File: src/rtl/prl_pkg.sv
// Constants and carriers for register preload and power-up clear logic
package prl_pkg;

    localparam int PRL_NUM_REGS = 10;
    localparam int PRL_CNT_W    = 7;

    // Timing, in ns as printed, and in core_clk cycles
    localparam int PRL_CORE_CLK_NS = 25;
    localparam int PRL_TW_MIN_NS   = 100;
    localparam int PRL_TW_MAX_NS   = 1000;
    localparam int PRL_SETUP_NS    = 25;
    localparam int PRL_TW_MIN_CYC  = (PRL_TW_MIN_NS + PRL_CORE_CLK_NS - 1) / PRL_CORE_CLK_NS;
    localparam int PRL_TW_MAX_CYC  = PRL_TW_MAX_NS / PRL_CORE_CLK_NS;
    localparam int PRL_SETUP_CYC   = (PRL_SETUP_NS + PRL_CORE_CLK_NS - 1) / PRL_CORE_CLK_NS;

    localparam logic [PRL_NUM_REGS-1:0] PRL_REG_RESET = '0;
    localparam logic [PRL_NUM_REGS-1:0] PRL_OE_OFF    = '1;
    localparam logic [PRL_NUM_REGS-1:0] PRL_ONE       = PRL_NUM_REGS'(1);

    // Levels seen on the output pins and which of them the tester forces
    typedef struct packed {
        logic [PRL_NUM_REGS-1:0] level;
        logic [PRL_NUM_REGS-1:0] forced;
    } prl_pin_in_s;

    // What the logic array and fuse map present to the registers
    typedef struct packed {
        logic [PRL_NUM_REGS-1:0] next_state;
        logic [PRL_NUM_REGS-1:0] out_en;
        logic [PRL_NUM_REGS-1:0] invert;
    } prl_array_s;

endpackage : prl_pkg

File: src/rtl/prl_pulse_meter.sv
// Edge detector and high-time meter for the device clock pin
`timescale 1ns/1ps
`default_nettype none
module prl_pulse_meter
    import prl_pkg::*;
#(
    parameter int CNT_W = PRL_CNT_W
) (
    // Clock and reset
    input  wire logic             core_clk,
    input  wire logic             rst,
    // Sampled clock pin
    input  wire logic             clk_pin,
    // Edge pulses and measured high time
    output logic                  rise,
    output logic                  fall,
    output logic [CNT_W-1:0]      high_cycles
);

    logic             pin_q;
    logic [CNT_W-1:0] cnt_q;

    assign rise        = clk_pin & ~pin_q;
    assign fall        = ~clk_pin & pin_q;
    assign high_cycles = cnt_q;

    always_ff @(posedge core_clk) begin
        if (rst) begin
            pin_q <= 1'b0;
        end else begin
            pin_q <= clk_pin;
        end
    end

    // Saturates so an over-long pulse never wraps into a legal width
    always_ff @(posedge core_clk) begin
        if (rst) begin
            cnt_q <= '0;
        end else if (rise) begin
            cnt_q <= CNT_W'(1);
        end else if (clk_pin && (cnt_q != '1)) begin
            cnt_q <= cnt_q + CNT_W'(1);
        end
    end

endmodule : prl_pulse_meter
`default_nettype wire

File: src/rtl/prl_top.sv
// Output registers with tester preload and power-up clear
`timescale 1ns/1ps
`default_nettype none
module prl_top
    import prl_pkg::*;
#(
    parameter int TW_MIN_CYC = PRL_TW_MIN_CYC,
    parameter int TW_MAX_CYC = PRL_TW_MAX_CYC,
    parameter int SETUP_CYC  = PRL_SETUP_CYC
) (
    // Clock and power-up reset
    input  wire logic                    core_clk,
    input  wire logic                    rst,
    // Device pins seen by the register logic
    input  wire logic                    pld_clk,
    input  wire logic                    preload_entry_high_level,
    input  wire prl_pin_in_s             pin_in,
    // Logic array and fuse map
    input  wire prl_array_s              array_in,
    // Output pins
    output logic [PRL_NUM_REGS-1:0]      io_out,
    output logic [PRL_NUM_REGS-1:0]      io_oe_n,
    // State and status
    output logic [PRL_NUM_REGS-1:0]      reg_state,
    output logic                         preload_active,
    output logic                         preload_err
);

    logic [PRL_NUM_REGS-1:0] reg_q;
    logic [PRL_NUM_REGS-1:0] reg_d;
    logic [PRL_NUM_REGS-1:0] io_out_q;
    logic [PRL_NUM_REGS-1:0] io_oe_n_q;
    logic                    preload_q;
    logic                    err_q;
    logic [3:0]              settle_q;
    logic                    ready;
    logic                    rise;
    logic                    fall;
    logic [PRL_CNT_W-1:0]    high_cycles;
    logic                    clk_edge;
    logic                    one_hot;
    logic                    width_bad;
    logic                    entry_bad;

    prl_pulse_meter #(
        .CNT_W       (PRL_CNT_W)
    ) u_meter (
        .core_clk    (core_clk),
        .rst         (rst),
        .clk_pin     (pld_clk),
        .rise        (rise),
        .fall        (fall),
        .high_cycles (high_cycles)
    );

    // Settling window after the clear; early edges would violate set-up
    assign ready    = (settle_q == 4'(SETUP_CYC));
    assign clk_edge = rise & ready;

    always_ff @(posedge core_clk) begin
        if (rst) begin
            settle_q <= '0;
        end else if (!ready) begin
            settle_q <= settle_q + 4'h1;
        end
    end

    // Exactly one pin forced: only then is a preload target unambiguous
    assign one_hot = (pin_in.forced != '0)
                   && ((pin_in.forced & (pin_in.forced - PRL_ONE)) == '0);

    assign width_bad = preload_q && fall
                     && ((high_cycles < PRL_CNT_W'(TW_MIN_CYC))
                         || (high_cycles > PRL_CNT_W'(TW_MAX_CYC)));
    assign entry_bad = preload_entry_high_level && !preload_q && pld_clk;

    always_comb begin
        reg_d = reg_q;
        if (preload_q) begin
            if (clk_edge && one_hot) begin
                reg_d = (reg_q & ~pin_in.forced)
                      | (pin_in.level & pin_in.forced);
            end
        end else if (clk_edge) begin
            reg_d = array_in.next_state;
        end
    end

    always_ff @(posedge core_clk) begin
        if (rst) begin
            reg_q <= PRL_REG_RESET;
        end else begin
            reg_q <= reg_d;
        end
    end

    always_ff @(posedge core_clk) begin
        if (rst) begin
            preload_q <= 1'b0;
        end else begin
            preload_q <= preload_entry_high_level;
        end
    end

    // Drivers off during preload so the tester owns the pins
    always_ff @(posedge core_clk) begin
        if (rst) begin
            io_oe_n_q <= PRL_OE_OFF;
        end else if (preload_entry_high_level) begin
            io_oe_n_q <= PRL_OE_OFF;
        end else begin
            io_oe_n_q <= ~array_in.out_en;
        end
    end

    // Pin level follows the register through the programmed polarity
    always_ff @(posedge core_clk) begin
        if (rst) begin
            io_out_q <= PRL_REG_RESET;
        end else begin
            io_out_q <= reg_d ^ array_in.invert;
        end
    end

    // Sticky until the next clear; a diagnostic for the tester only
    always_ff @(posedge core_clk) begin
        if (rst) begin
            err_q <= 1'b0;
        end else if (entry_bad || width_bad || (preload_q && clk_edge && !one_hot)) begin
            err_q <= 1'b1;
        end
    end

    assign io_out         = io_out_q;
    assign io_oe_n        = io_oe_n_q;
    assign reg_state      = reg_q;
    assign preload_active = preload_q;
    assign preload_err    = err_q;
endmodule : prl_top
`default_nettype wire

File: config.mk
export PLATFORM = sky130hd
export DESIGN_NAME = prl_top
export DESIGN_NICKNAME = d
export VERILOG_FILES = /design/src/rtl/prl_pkg.sv /design/src/rtl/prl_pulse_meter.sv /design/src/rtl/prl_top.sv
export SDC_FILE = /design/constraint.sdc
export NUM_CORES = 1
export LEC_CHECK = 0
export BUFFER_PORTS_ARGS = -buffer_cell sky130_fd_sc_hd__buf_4
export CORE_AREA = 2 2 72 74
export DETAILED_ROUTE_END_ITERATION = 10
export DIE_AREA = 0 0 74 76
export PLACE_DENSITY = 0.78
export SYNTH_ARGS = -nofsm -noshare
export SYNTH_HDL_FRONTEND = slang
export SYNTH_HIERARCHICAL = 1
export SYNTH_SLANG_ARGS = --single-unit
File: constraint.sdc
create_clock -name core_clk -period 2.8 [get_ports core_clk]
set_clock_uncertainty 0.15 [all_clocks]
set_input_delay 0.28 -clock core_clk [delete_from_list [all_inputs] [get_ports core_clk]]
set_output_delay 0.28 -clock core_clk [all_outputs]
set_load 0.005 [all_outputs]
* Word level (Yosys, flattened, before mapping)
Index checks and enable logic that the tools add are counted.
Operators by class: bitwise logic cells 12, eq/ne operators 2, mux-type cells 5, $lt $le $gt $ge 2, reduce and logical (&&, ||, !) cells 19, add/subtract/negate cells 3
Operators with widths (number):
- 10-bit AND | 3
- 10-bit 2-to-1 mux | 3
- 10-bit inverter | 2
- 10-bit zero test | 1
- 10-bit OR | 1
- 10-bit nonzero test | 1
- 10-bit by 1-bit subtractor with 10-bit output (second input constant) | 1
- 10-bit bitwise XOR | 1
- 1-bit logical AND | 9
- 7-bit by 1-bit adder with 7-bit output (second input constant) | 1
- 7-bit by 6-bit > comparator with 1-bit output (second input constant) | 1
- 7-bit by 3-bit < comparator with 1-bit output (second input constant) | 1
- 7-bit inequality test (second input constant) | 1
- 4-bit by 1-bit adder with 4-bit output (second input constant) | 1
- 4-bit by 1-bit equality test with 1-bit output (second input constant) | 1
- 2-bit OR reduction | 2
- 1-bit AND | 3
- 1-bit logical OR | 3
- 1-bit zero test | 2
- 1-bit 2-to-1 mux | 2
- 1-bit inverter | 2
- 2-bit nonzero test | 1
Word-level totals: register bits after elaboration 44, input bits 54, word-level logic and storage cells 52

* Logic depth before layout (Yosys ltp)
Gate-level depths: netlist (run 1).
depth in word-level cells 8, gate-level depth with buffers 9

* Hierarchy
Netlist (run 1), hierarchy kept.
By module, submodules not included:
- prl_top | area an instance 1843.0 um2, times used 1, seq. area each 720.7 um2, cells each 190
- prl_pulse_meter | area an instance 440.4 um2, times used 1, seq. area each 160.2 um2, cells each 45

* Worst setup path after synthesis (run 1)
OpenSTA, ideal clock, no wires.
path kind input port to flip-flop, from input port pin_in[3] (netlist bit), to register io_out_q[4] (netlist: io_out[4]), data arrival time 1834 ps, setup slack 695 ps, cell stages on the path 7, required time 2529 ps, path through or2_1 maj3_2 o21ai_2 a41o_1 buf_6 o221a_2 mux2_4
On the way: cells in the longest elaborated chain, start to end 8
RTL lines:
- start, declared | line prl_top.sv:17 | input wire prl_pin_in_s pin_in,
- 10-bit by 1-bit subtractor with 10-bit output | line prl_top.sv:70 | && ((pin_in.forced & (pin_in.forced - PRL_ONE)) == '0);
- 10-bit AND | line prl_top.sv:70
- 10-bit zero test | line prl_top.sv:70
- 1-bit logical AND * | line prl_top.sv:70
- 1-bit logical AND * | line prl_top.sv:80 | if (clk_edge && one_hot) begin
- 10-bit 2-to-1 mux * | line prl_top.sv:80
- 10-bit 2-to-1 mux * | line prl_top.sv:79 | if (preload_q) begin
- 10-bit bitwise XOR * | line prl_top.sv:121 | io_out_q <= reg_d ^ array_in.invert;
- end signal, assigned | line prl_top.sv:121
- end, declared | line prl_top.sv:31 | logic [PRL_NUM_REGS-1:0] io_out_q;
Mark *: on every way between the ends. The rest lies on a longest branch, timed or not. A chain may end at the register's enable or synchronous reset.

* Worst setup path after layout (run 1)
from register settle_q[0], to register io_out_q[7] (netlist: io_out[7])
On the way: cells in the longest elaborated chain, start to end 6
RTL lines:
- start, declared | line prl_top.sv:35 | logic [3:0] settle_q;
- start signal, assigned | line prl_top.sv:64 | settle_q <= settle_q + 4'h1;
- 4-bit by 1-bit equality test with 1-bit output * | line prl_top.sv:57 | assign ready = (settle_q == 4'(SETUP_CYC));
- 1-bit AND * | line prl_top.sv:58 | assign clk_edge = rise & ready;
- 1-bit logical AND | line prl_top.sv:80
- 10-bit 2-to-1 mux | line prl_top.sv:80
- 10-bit 2-to-1 mux * | line prl_top.sv:79
- 10-bit bitwise XOR * | line prl_top.sv:121
Marked as above.

==> results of run 1 <==
[synth_stat cells, types with 2 or more instances]
| cell | instances |
|---|---|
| clkbuf_1 | 5 |
| o221ai_2 | 3 |
| a21oi_1 | 7 |
| or2b_1 | 2 |
| inv_1 | 4 |
| nand3b_1 | 4 |
| nor4_2 | 2 |
| a211oi_1 | 3 |
| dfxtp_1 | 44 |
| and2_1 | 2 |
| nand4b_1 | 2 |
| o221a_2 | 5 |
| nand3_1 | 7 |
| mux2i_1 | 12 |
| nand2_1 | 13 |
| mux2_4 | 9 |
| nor3_1 | 2 |
| a31oi_1 | 2 |
| a311oi_1 | 2 |
| buf_6 | 2 |
| nand2b_1 | 9 |
| nor2_1 | 23 |
| nor2b_1 | 19 |
| ha_1 | 3 |
| o21ai_0 | 17 |
[critical path: cells and delay by family, from the launching register on]
| family | cells | cell delay, ps |
|---|---|---|
| fa+ha+maj | 1 | 190 |
| mux | 1 | 300 |
| simple gates | 3 | 830 |
| compound gates | 1 | 330 |
| flops | 1 | 410 |
[flip-flops by register name (all words and copies together) (netlist names)]
register	cells
u_meter/pin_q	1
io_out	10
preload_active	1
u_meter/high_cycles	7
preload_err	1
settle_q	4
io_oe_n	10
reg_state	10
[worst max-delay path by stage]
stage	start	end	cells after the start
after global placement	pin_in[3]	io_out[5]	8
after detailed placement	pin_in[3]	io_out[7]	8
after floorplan	pin_in[3]	io_out[4]	7
after CTS	settle_q[0]	io_out[7]	6
after global routing	settle_q[0]	io_out[7]	6
final	settle_q[0]	io_out[7]	6
[stage by stage]
step | cell area (sq um) | cells | power (W) | worst slack, ps | util (%)
2_1_floorplan | 2280 | 235 | 0.000966 | 695 | -
3_3_place_gp | 2990 | 385 | 0.00113 | 485 | 60.9
3_5_place_dp | 2990 | 385 | 0.00114 | 433 | 60.9
4_1_cts | 3200 | 403 | 0.00165 | 464 | 65.2
5_1_grt | 3200 | 403 | 0.00172 | 349 | 65.2
6_report | 3200 | 403 | 0.00163 | 478 | 65.2
[layout make-up]
type,instances,area share (%)
Tap cell,70,2.73
Multi-Input combinational cell,177,41.5
Clock buffer,5,2.15
Clock inverter,3,1.44
Sequential cell,44,27.5
Inverter,4,0.469
Timing Repair Buffer,100,24.2
[power by group through the flow]
stage | clock, W | sequential (W) | combinational [W]
after global placement | 0 | 0.000737 | 0.000391
after detailed placement | 0 | 0.000739 | 0.000401
final | 0.000498 | 0.000724 | 0.000412
after floorplan | 0 | 0.000734 | 0.000232
after CTS | 0.000511 | 0.000725 | 0.000414
after global routing | 0.000530 | 0.000732 | 0.000453
[kinds of logic after synthesis]
group	synth area share, %
simple gates	25.4
compound gates	17.5
flops	38.6
mux	11.7
buf+inv	3.18
fa+ha+maj	2.14
xor+xnor	1.48
[metal layers]
| layer | up-vias | track usage, % |
|---|---|---|
| met5 | - | 0 |
| met4 | 0 | 6.73 |
| met3 | 8 | 4.10 |
| met2 | 61 | 32.9 |
| met1 | 936 | 25.2 |
| li1 | 1041 | - |
[what timing repair did]
action	CTS	global route
endpoints found under the hold margin	10	0
hold buffers	10	0
resized for setup	0	0
==> impl_metrics.tcl, run 1 <==
set metrics [dict create \
    r2r-end "io_out[7]" \
    switching_share_pct 27.0 \
    grtUsageTotal_pct 19.8 \
    layout.nets 389 \
    worst_pin_slew_ps 573 \
    postSynthCellCount 235 \
    grt_setup_unrepaired "false" \
    grt_pass1_vias 1941 \
    first_iter_violations 61 \
    seqPwrFrac_pct 44.3 \
    reg2reg_depth 6 \
    cp.required_ps 2840 \
    status "completed" \
    wl_met3_microns 331 \
    critical_path.startpoint_type "flop" \
    ir_drop_v 0.000324 \
    grt_max_degree 45 \
    ant_nets 0 \
    crit_path_end_kind "flop" \
    grt_pass1_wl_mm 8.92 \
    cp.arrival_ps 2360 \
    cts_setup_buffers 0 \
    ys.warnings.count 6 \
    clock_latency_ps 300 \
    cts_num_sinks 44 \
    slew_violations 0 \
    pwr_density_cell_mw_per_mm2 510 \
    fin_tns_setup_ps 0 \
    met1Wirelength_mm 2.45 \
    viasPerCell 5.08 \
    setup_viol 0 \
    synthFlopType "dfxtp_1" \
    rows 26 \
    cp_max_fo 8 \
    drc_errors 0 \
    root_buffer "clkbuf_8" \
    slowest_stage "dfxtp_1" \
    synth_area_sq_mm 0.00228 \
    synthToLayoutAreaGrowth_pct 40.3 \
    hold_path_end "preload_active" \
    p_int_w 0.00119 \
    synth_edf_count 0 \
    synth_seq_cells 44 \
    timing.fmax_mhz 431 \
    cts_max_path_buffers 2 \
    die_h_microns 76 \
    register_area_sq_um 881 \
    drtPass1Iterations 4 \
    synth_top_area_share_pct 38.6 \
    drive_gt1_share_pct 39.9 \
    antenna_found_initial 0 \
    highest_layer "met4" \
    wl_mm 5.66 \
    ys_types 57 \
    hold_viol_final 0 \
    overflow 0 \
    port_buffers 85 \
    hp-start "preload_entry_high_level" \
    mostFrequentLayoutCells "buf_4 (90), dfxtp_1 (44), nor2_1 (23), nor2b_1 (19), o21ai_0 (17)" \
    place_congestion 0.952 \
    cts_buffers 5 \
    syn_avg_cell_area_sq_um 9.72 \
    critPathKind "flop to flop" \
    p_clk_share_pct 30.5 \
    clk_pin_slew_worst_paths_ps 90 \
    cap_viol_max_count 0 \
    ys_seq_area_share_pct 38.6 \
    holdPathStages 2 \
    synth_area_leaders "dfxtp_1 (39%), mux2_4 (5.9%), mux2i_1 (5.3%), nor2b_1 (5.2%), nor2_1 (3.8%)" \
    start_util_pct 46.5 \
    period_share_pct 82.9 \
    n_fill_cell 399 \
    design.core.area_sq_mm 0.00491 \
    tritoncts "built" \
    dp_hpwl_mm 4.13 \
    hp-class "primary input to flop" \
    synth_fp_nets 292 \
    period_minus_slack_ps 2320 \
    ys_async_sr_fraction_pct 0 \
    multi_input_area_sq_mm 0.00133 \
    die_width_microns 74 \
    die_area_sq_mm 0.00562 \
    power_leakage_nw 1.34 \
    met2_length_mm 2.80 \
    pin_count 86 \
    r2r-start "settle_q[0]" \
    pwr-share-comb_pct 25.2 \
    h-tree-depth 2 \
    max_stage_delay_ps 410 \
    r2r_setup_slack_ps 480 \
    layout.cells.most_common "buf_4" \
    switching_power_w 0.000442 \
    relSlewSlack_pct 61.7 \
    whs_ps 83.8 \
    wl_per_cell_microns 14.0 \
    vias 2046 \
    antennaDiodeCount 0 \
    yosys.area.top_type "dfxtp_1" \
    path_cells "ha_1, and4bb_2, and2_1, nand4_4, o221a_2, mux2_4" \
]
(Power assumes the default switching activity.)
==> inputs of run 2 (changes only) <==
Clock period 2.8 ns to 2.4 ns, I/O delays scaled along.
==> impl_metrics.tcl, run 2 (synthesis gave the netlist of run 1 again) <==
set metrics [dict create \
    status "completed" \
    clk_pin_slew_worst_paths_ps 90 \
    die_h_microns 76 \
    grt_max_degree 45 \
    post_dp_cell_area_sq_mm 0.00300 \
    layout.cells.most_common "buf_4" \
    place_congestion 0.885 \
    grt_setup_unrepaired "false" \
    design.core.area_sq_mm 0.00491 \
    die_width_microns 74 \
    hold_viol_final 0 \
    rows 26 \
    power_leakage_nw 1.34 \
    crit_path_end_kind "flop" \
    period_minus_slack_ps 2280 \
    die_area_sq_mm 0.00562 \
    critPathKind "flop to flop" \
    first_iter_violations 97 \
    pin_count 86 \
    h-tree-depth 2 \
    dp_hpwl_mm 4.08 \
    viasPerCell 5.13 \
    tritoncts "built" \
    ir_drop_v 0.000340 \
    layout.nets 390 \
    slew_violations 0 \
    ant_nets 0 \
    drive_gt1_share_pct 40.1 \
    vias 2071 \
    overflow 0 \
    register_area_sq_um 881 \
    cp.required_ps 2440 \
    critical_path.startpoint_type "flop" \
    cp_max_fo 7 \
    cts_buffers 5 \
    start_util_pct 46.5 \
    relSlewSlack_pct 59.4 \
    wl_per_cell_microns 13.8 \
    r2r-end "io_out[7]" \
    root_buffer "clkbuf_8" \
    clock_latency_ps 300 \
    period_share_pct 94.8 \
    reg2reg_depth 6 \
    grt_pass1_vias 1932 \
    cts_num_sinks 44 \
    hp-class "primary input to flop" \
    drtPass1Iterations 4 \
    mostFrequentLayoutCells "buf_4 (91), dfxtp_1 (44), nor2_1 (23), nor2b_1 (19), o21ai_0 (17)" \
    cts.repair.resized 0 \
    hp-start "preload_entry_high_level" \
    n_fill_cell 414 \
    cap_viol_max_count 0 \
    antennaDiodeCount 0 \
    r2r-start "settle_q[0]" \
    multi_input_area_sq_mm 0.00133 \
    cp.arrival_ps 2320 \
    cts_hold_buf 10 \
    synthToLayoutAreaGrowth_pct 40.7 \
    grt_pass1_wl_mm 8.91 \
    postLayoutCellArea_sq_mm 0.00321 \
    port_buffers 85 \
    worst_pin_slew_ps 607 \
    cts_setup_buffers 0 \
    hold_path_end "preload_active" \
    timing.fmax_mhz 439 \
    antenna_found_initial 0 \
    r2r_setup_slack_ps 120 \
    holdPathStages 2 \
    grtUsageTotal_pct 20.0 \
    fin_tns_setup_ps 0 \
    cts_max_path_buffers 2 \
    pwr_density_cell_mw_per_mm2 594 \
    final_util_pct 65.4 \
    wl_mm 5.56 \
    setup_viol 0 \
    drc_errors 0 \
]
[run 2: cell count changes in the layout (fill, tap and decap cells not counted), sizes merged]
cell,before,now
buf,90,91
[run 2: how the worst max path moves through the flow]
| stage | startpoint | endpoint | slack, ps | depth (start not counted) |
|---|---|---|---|---|
| 3_3_place_gp | pin_in[3] | io_out[5] | 130 | 8 |
| 3_5_place_dp | pin_in[3] | io_out[5] | 110 | 8 |
| 5_1_grt | settle_q[0] | io_out[2] | 10 | 7 |
| 2_1_floorplan | pin_in[3] | io_out[4] | 340 | 7 |
| 4_1_cts | settle_q[0] | io_out[7] | 130 | 6 |
| 6_report | settle_q[0] | io_out[7] | 120 | 6 |
[run 2: report_power, final]
part           leakage (nW)  switching [W]  total, W  internal (W)
logic                 0.928       0.000198  0.000485      0.000287
clock network        0.0548       0.000264  0.000577      0.000313
registers             0.362      0.0000509  0.000846      0.000795
total                  1.34       0.000513   0.00191       0.00139
[run 2: area by class of cell]
class / instances / area share (%)
multi-input combinational: 177 / 41.4
inverter: 4 / 0.467
tap: 70 / 2.73
clock inverter: 3 / 1.44
sequential: 44 / 27.4
timing repair buffer: 101 / 24.4
clock buffer: 5 / 2.14
[run 2: critical path: stages, from the launching register on]
cell and delay, ps:
dfxtp_1 410, ha_1 190, and4bb_2 360, and2_1 240
nand4_4 200, o221a_2 330, mux2_4 300
[run 2: stage by stage]
step                      setup slack, ps  hold WS (ps)  power [W]  instances
after detailed placement              108           253    0.00133        386
final                                 124          22.7    0.00191        404
after global placement                125           250    0.00132        386
after floorplan                       335           152    0.00113        235
after CTS                             133          15.7    0.00192        404
after global routing                 12.6          40.1    0.00202        404
[run 2: per-layer routing]
layer / vias to the layer above / share of wire (%) / GRT usage, %
li1: 1050 / - / -
met1: 949 / 47 / 26.0
met2: 60 / 46 / 31.7
met3: 12 / 5.0 / 5.56
met4: 0 / 1.9 / 6.36
met5: - / 0 / 0
==> inputs of run 3 (changes only) <==
Settings changed: REMOVE_ABC_BUFFERS from default to 1.
==> impl_metrics.tcl, run 3 (synthesis gave the netlist of run 1 again) <==
set metrics [dict create \
    crit_path_end_kind "flop" \
    die_area_sq_mm 0.00562 \
    design.core.area_sq_mm 0.00491 \
    cp_max_fo 5 \
    period_minus_slack_ps 2260 \
    drive_gt1_share_pct 40.1 \
    status "completed" \
    fin_tns_setup_ps 0 \
    layout.nets 390 \
    cap_viol_max_count 0 \
    tritoncts "built" \
    period_share_pct 94.1 \
    post_dp_cell_area_sq_mm 0.00300 \
    timing.fmax_mhz 443 \
    viasPerCell 5.07 \
    setup_viol 0 \
    antennaDiodeCount 0 \
    hold_viol_final 0 \
    grt_pass1_wl_mm 8.76 \
    multi_input_area_sq_mm 0.00133 \
    drtPass1Iterations 4 \
    cts_num_sinks 44 \
    hp-class "primary input to flop" \
    first_iter_violations 76 \
    relSlewSlack_pct 60.0 \
    dp_hpwl_mm 3.96 \
    cts_setup_buffers 0 \
    clk_pin_slew_worst_paths_ps 80 \
    power_leakage_nw 1.34 \
    overflow 0 \
    cts_buffers 5 \
    start_util_pct 46.5 \
    root_buffer "clkbuf_8" \
    worst_pin_slew_ps 598 \
    whs_ps 31.8 \
    vias 2048 \
    cp.arrival_ps 2300 \
    pin_count 86 \
    die_width_microns 74 \
    slew_violations 0 \
    layout.cells.most_common "buf_4" \
    n_fill_cell 409 \
    wl_mm 5.34 \
    postLayoutCellArea_sq_mm 0.00321 \
    wl_per_cell_microns 13.2 \
    total_power_w 0.00189 \
    cts_max_path_buffers 2 \
    synthToLayoutAreaGrowth_pct 40.7 \
    register_area_sq_um 881 \
    antenna_found_initial 0 \
    cts.repair.resized 0 \
    grtUsageTotal_pct 19.4 \
    clock_latency_ps 300 \
    cp.required_ps 2440 \
    place_congestion 0.815 \
    pwr_density_cell_mw_per_mm2 589 \
    grt_setup_unrepaired "false" \
    grt_max_degree 45 \
    critPathKind "flop to flop" \
    final_util_pct 65.4 \
    critical_path.startpoint_type "flop" \
    ir_drop_v 0.000381 \
    ant_nets 0 \
    die_h_microns 76 \
    h-tree-depth 2 \
    grt_pass1_vias 1929 \
    mostFrequentLayoutCells "buf_4 (91), dfxtp_1 (44), nor2_1 (23), nor2b_1 (19), o21ai_0 (17)" \
    port_buffers 85 \
    drc_errors 0 \
    cts_hold_buf 10 \
    rows 26 \
]
-- run 3: through the flow --
stage | setup slack, ps | cells
after floorplan | 178 | 225
after global placement | 122 | 386
after detailed placement | 105 | 386
after CTS | 138 | 404
after global routing | 55.9 | 404
final | 141 | 404
-- run 3: area by class of cell --
cell class	instances	share of cell area [%]
Clock buffer	5	2.14
Multi-Input combinational cell	177	41.4
Timing Repair Buffer	101	24.4
Sequential cell	44	27.4
Tap cell	70	2.73
Inverter	4	0.467
Clock inverter	3	1.44
-- run 3: final timing paths --
kind         slack, ps        endpoint  cells after the start                      from
max                140       io_out[4]                      8               settle_q[1]
min                 30  preload_active                      2  preload_entry_high_level
max reg2reg        140       io_out[4]                      8               settle_q[1]
min reg2reg        360     settle_q[2]                      2               settle_q[2]
-- run 3: routing by layer --
| layer | up-vias | track usage, % | wire length [microns] |
|---|---|---|---|
| li1 | 1049 | - | - |
| met1 | 936 | 25.2 | 2450 |
| met2 | 61 | 32.3 | 2580 |
| met3 | 2 | 3.70 | 275 |
| met4 | 0 | 5.27 | 34 |
| met5 | - | 0 | 0 |
-- run 3: report_power, final --
part,total (W),internal (W),leakage (nW),switching (W)
registers,0.000844,0.000795,0.362,0.0000491
clock network,0.000570,0.000313,0.0548,0.000257
logic,0.000478,0.000286,0.928,0.000192
total,0.00189,0.00139,1.34,0.000498
-- run 3: critical path: stages (launching register included) --
cell and delay, ps:
dfxtp_1 380, inv_1 60, ha_1 180, and4bb_2 280, buf_4 170, a41o_1 190, buf_4 170, o221a_2 290
mux2_4 290
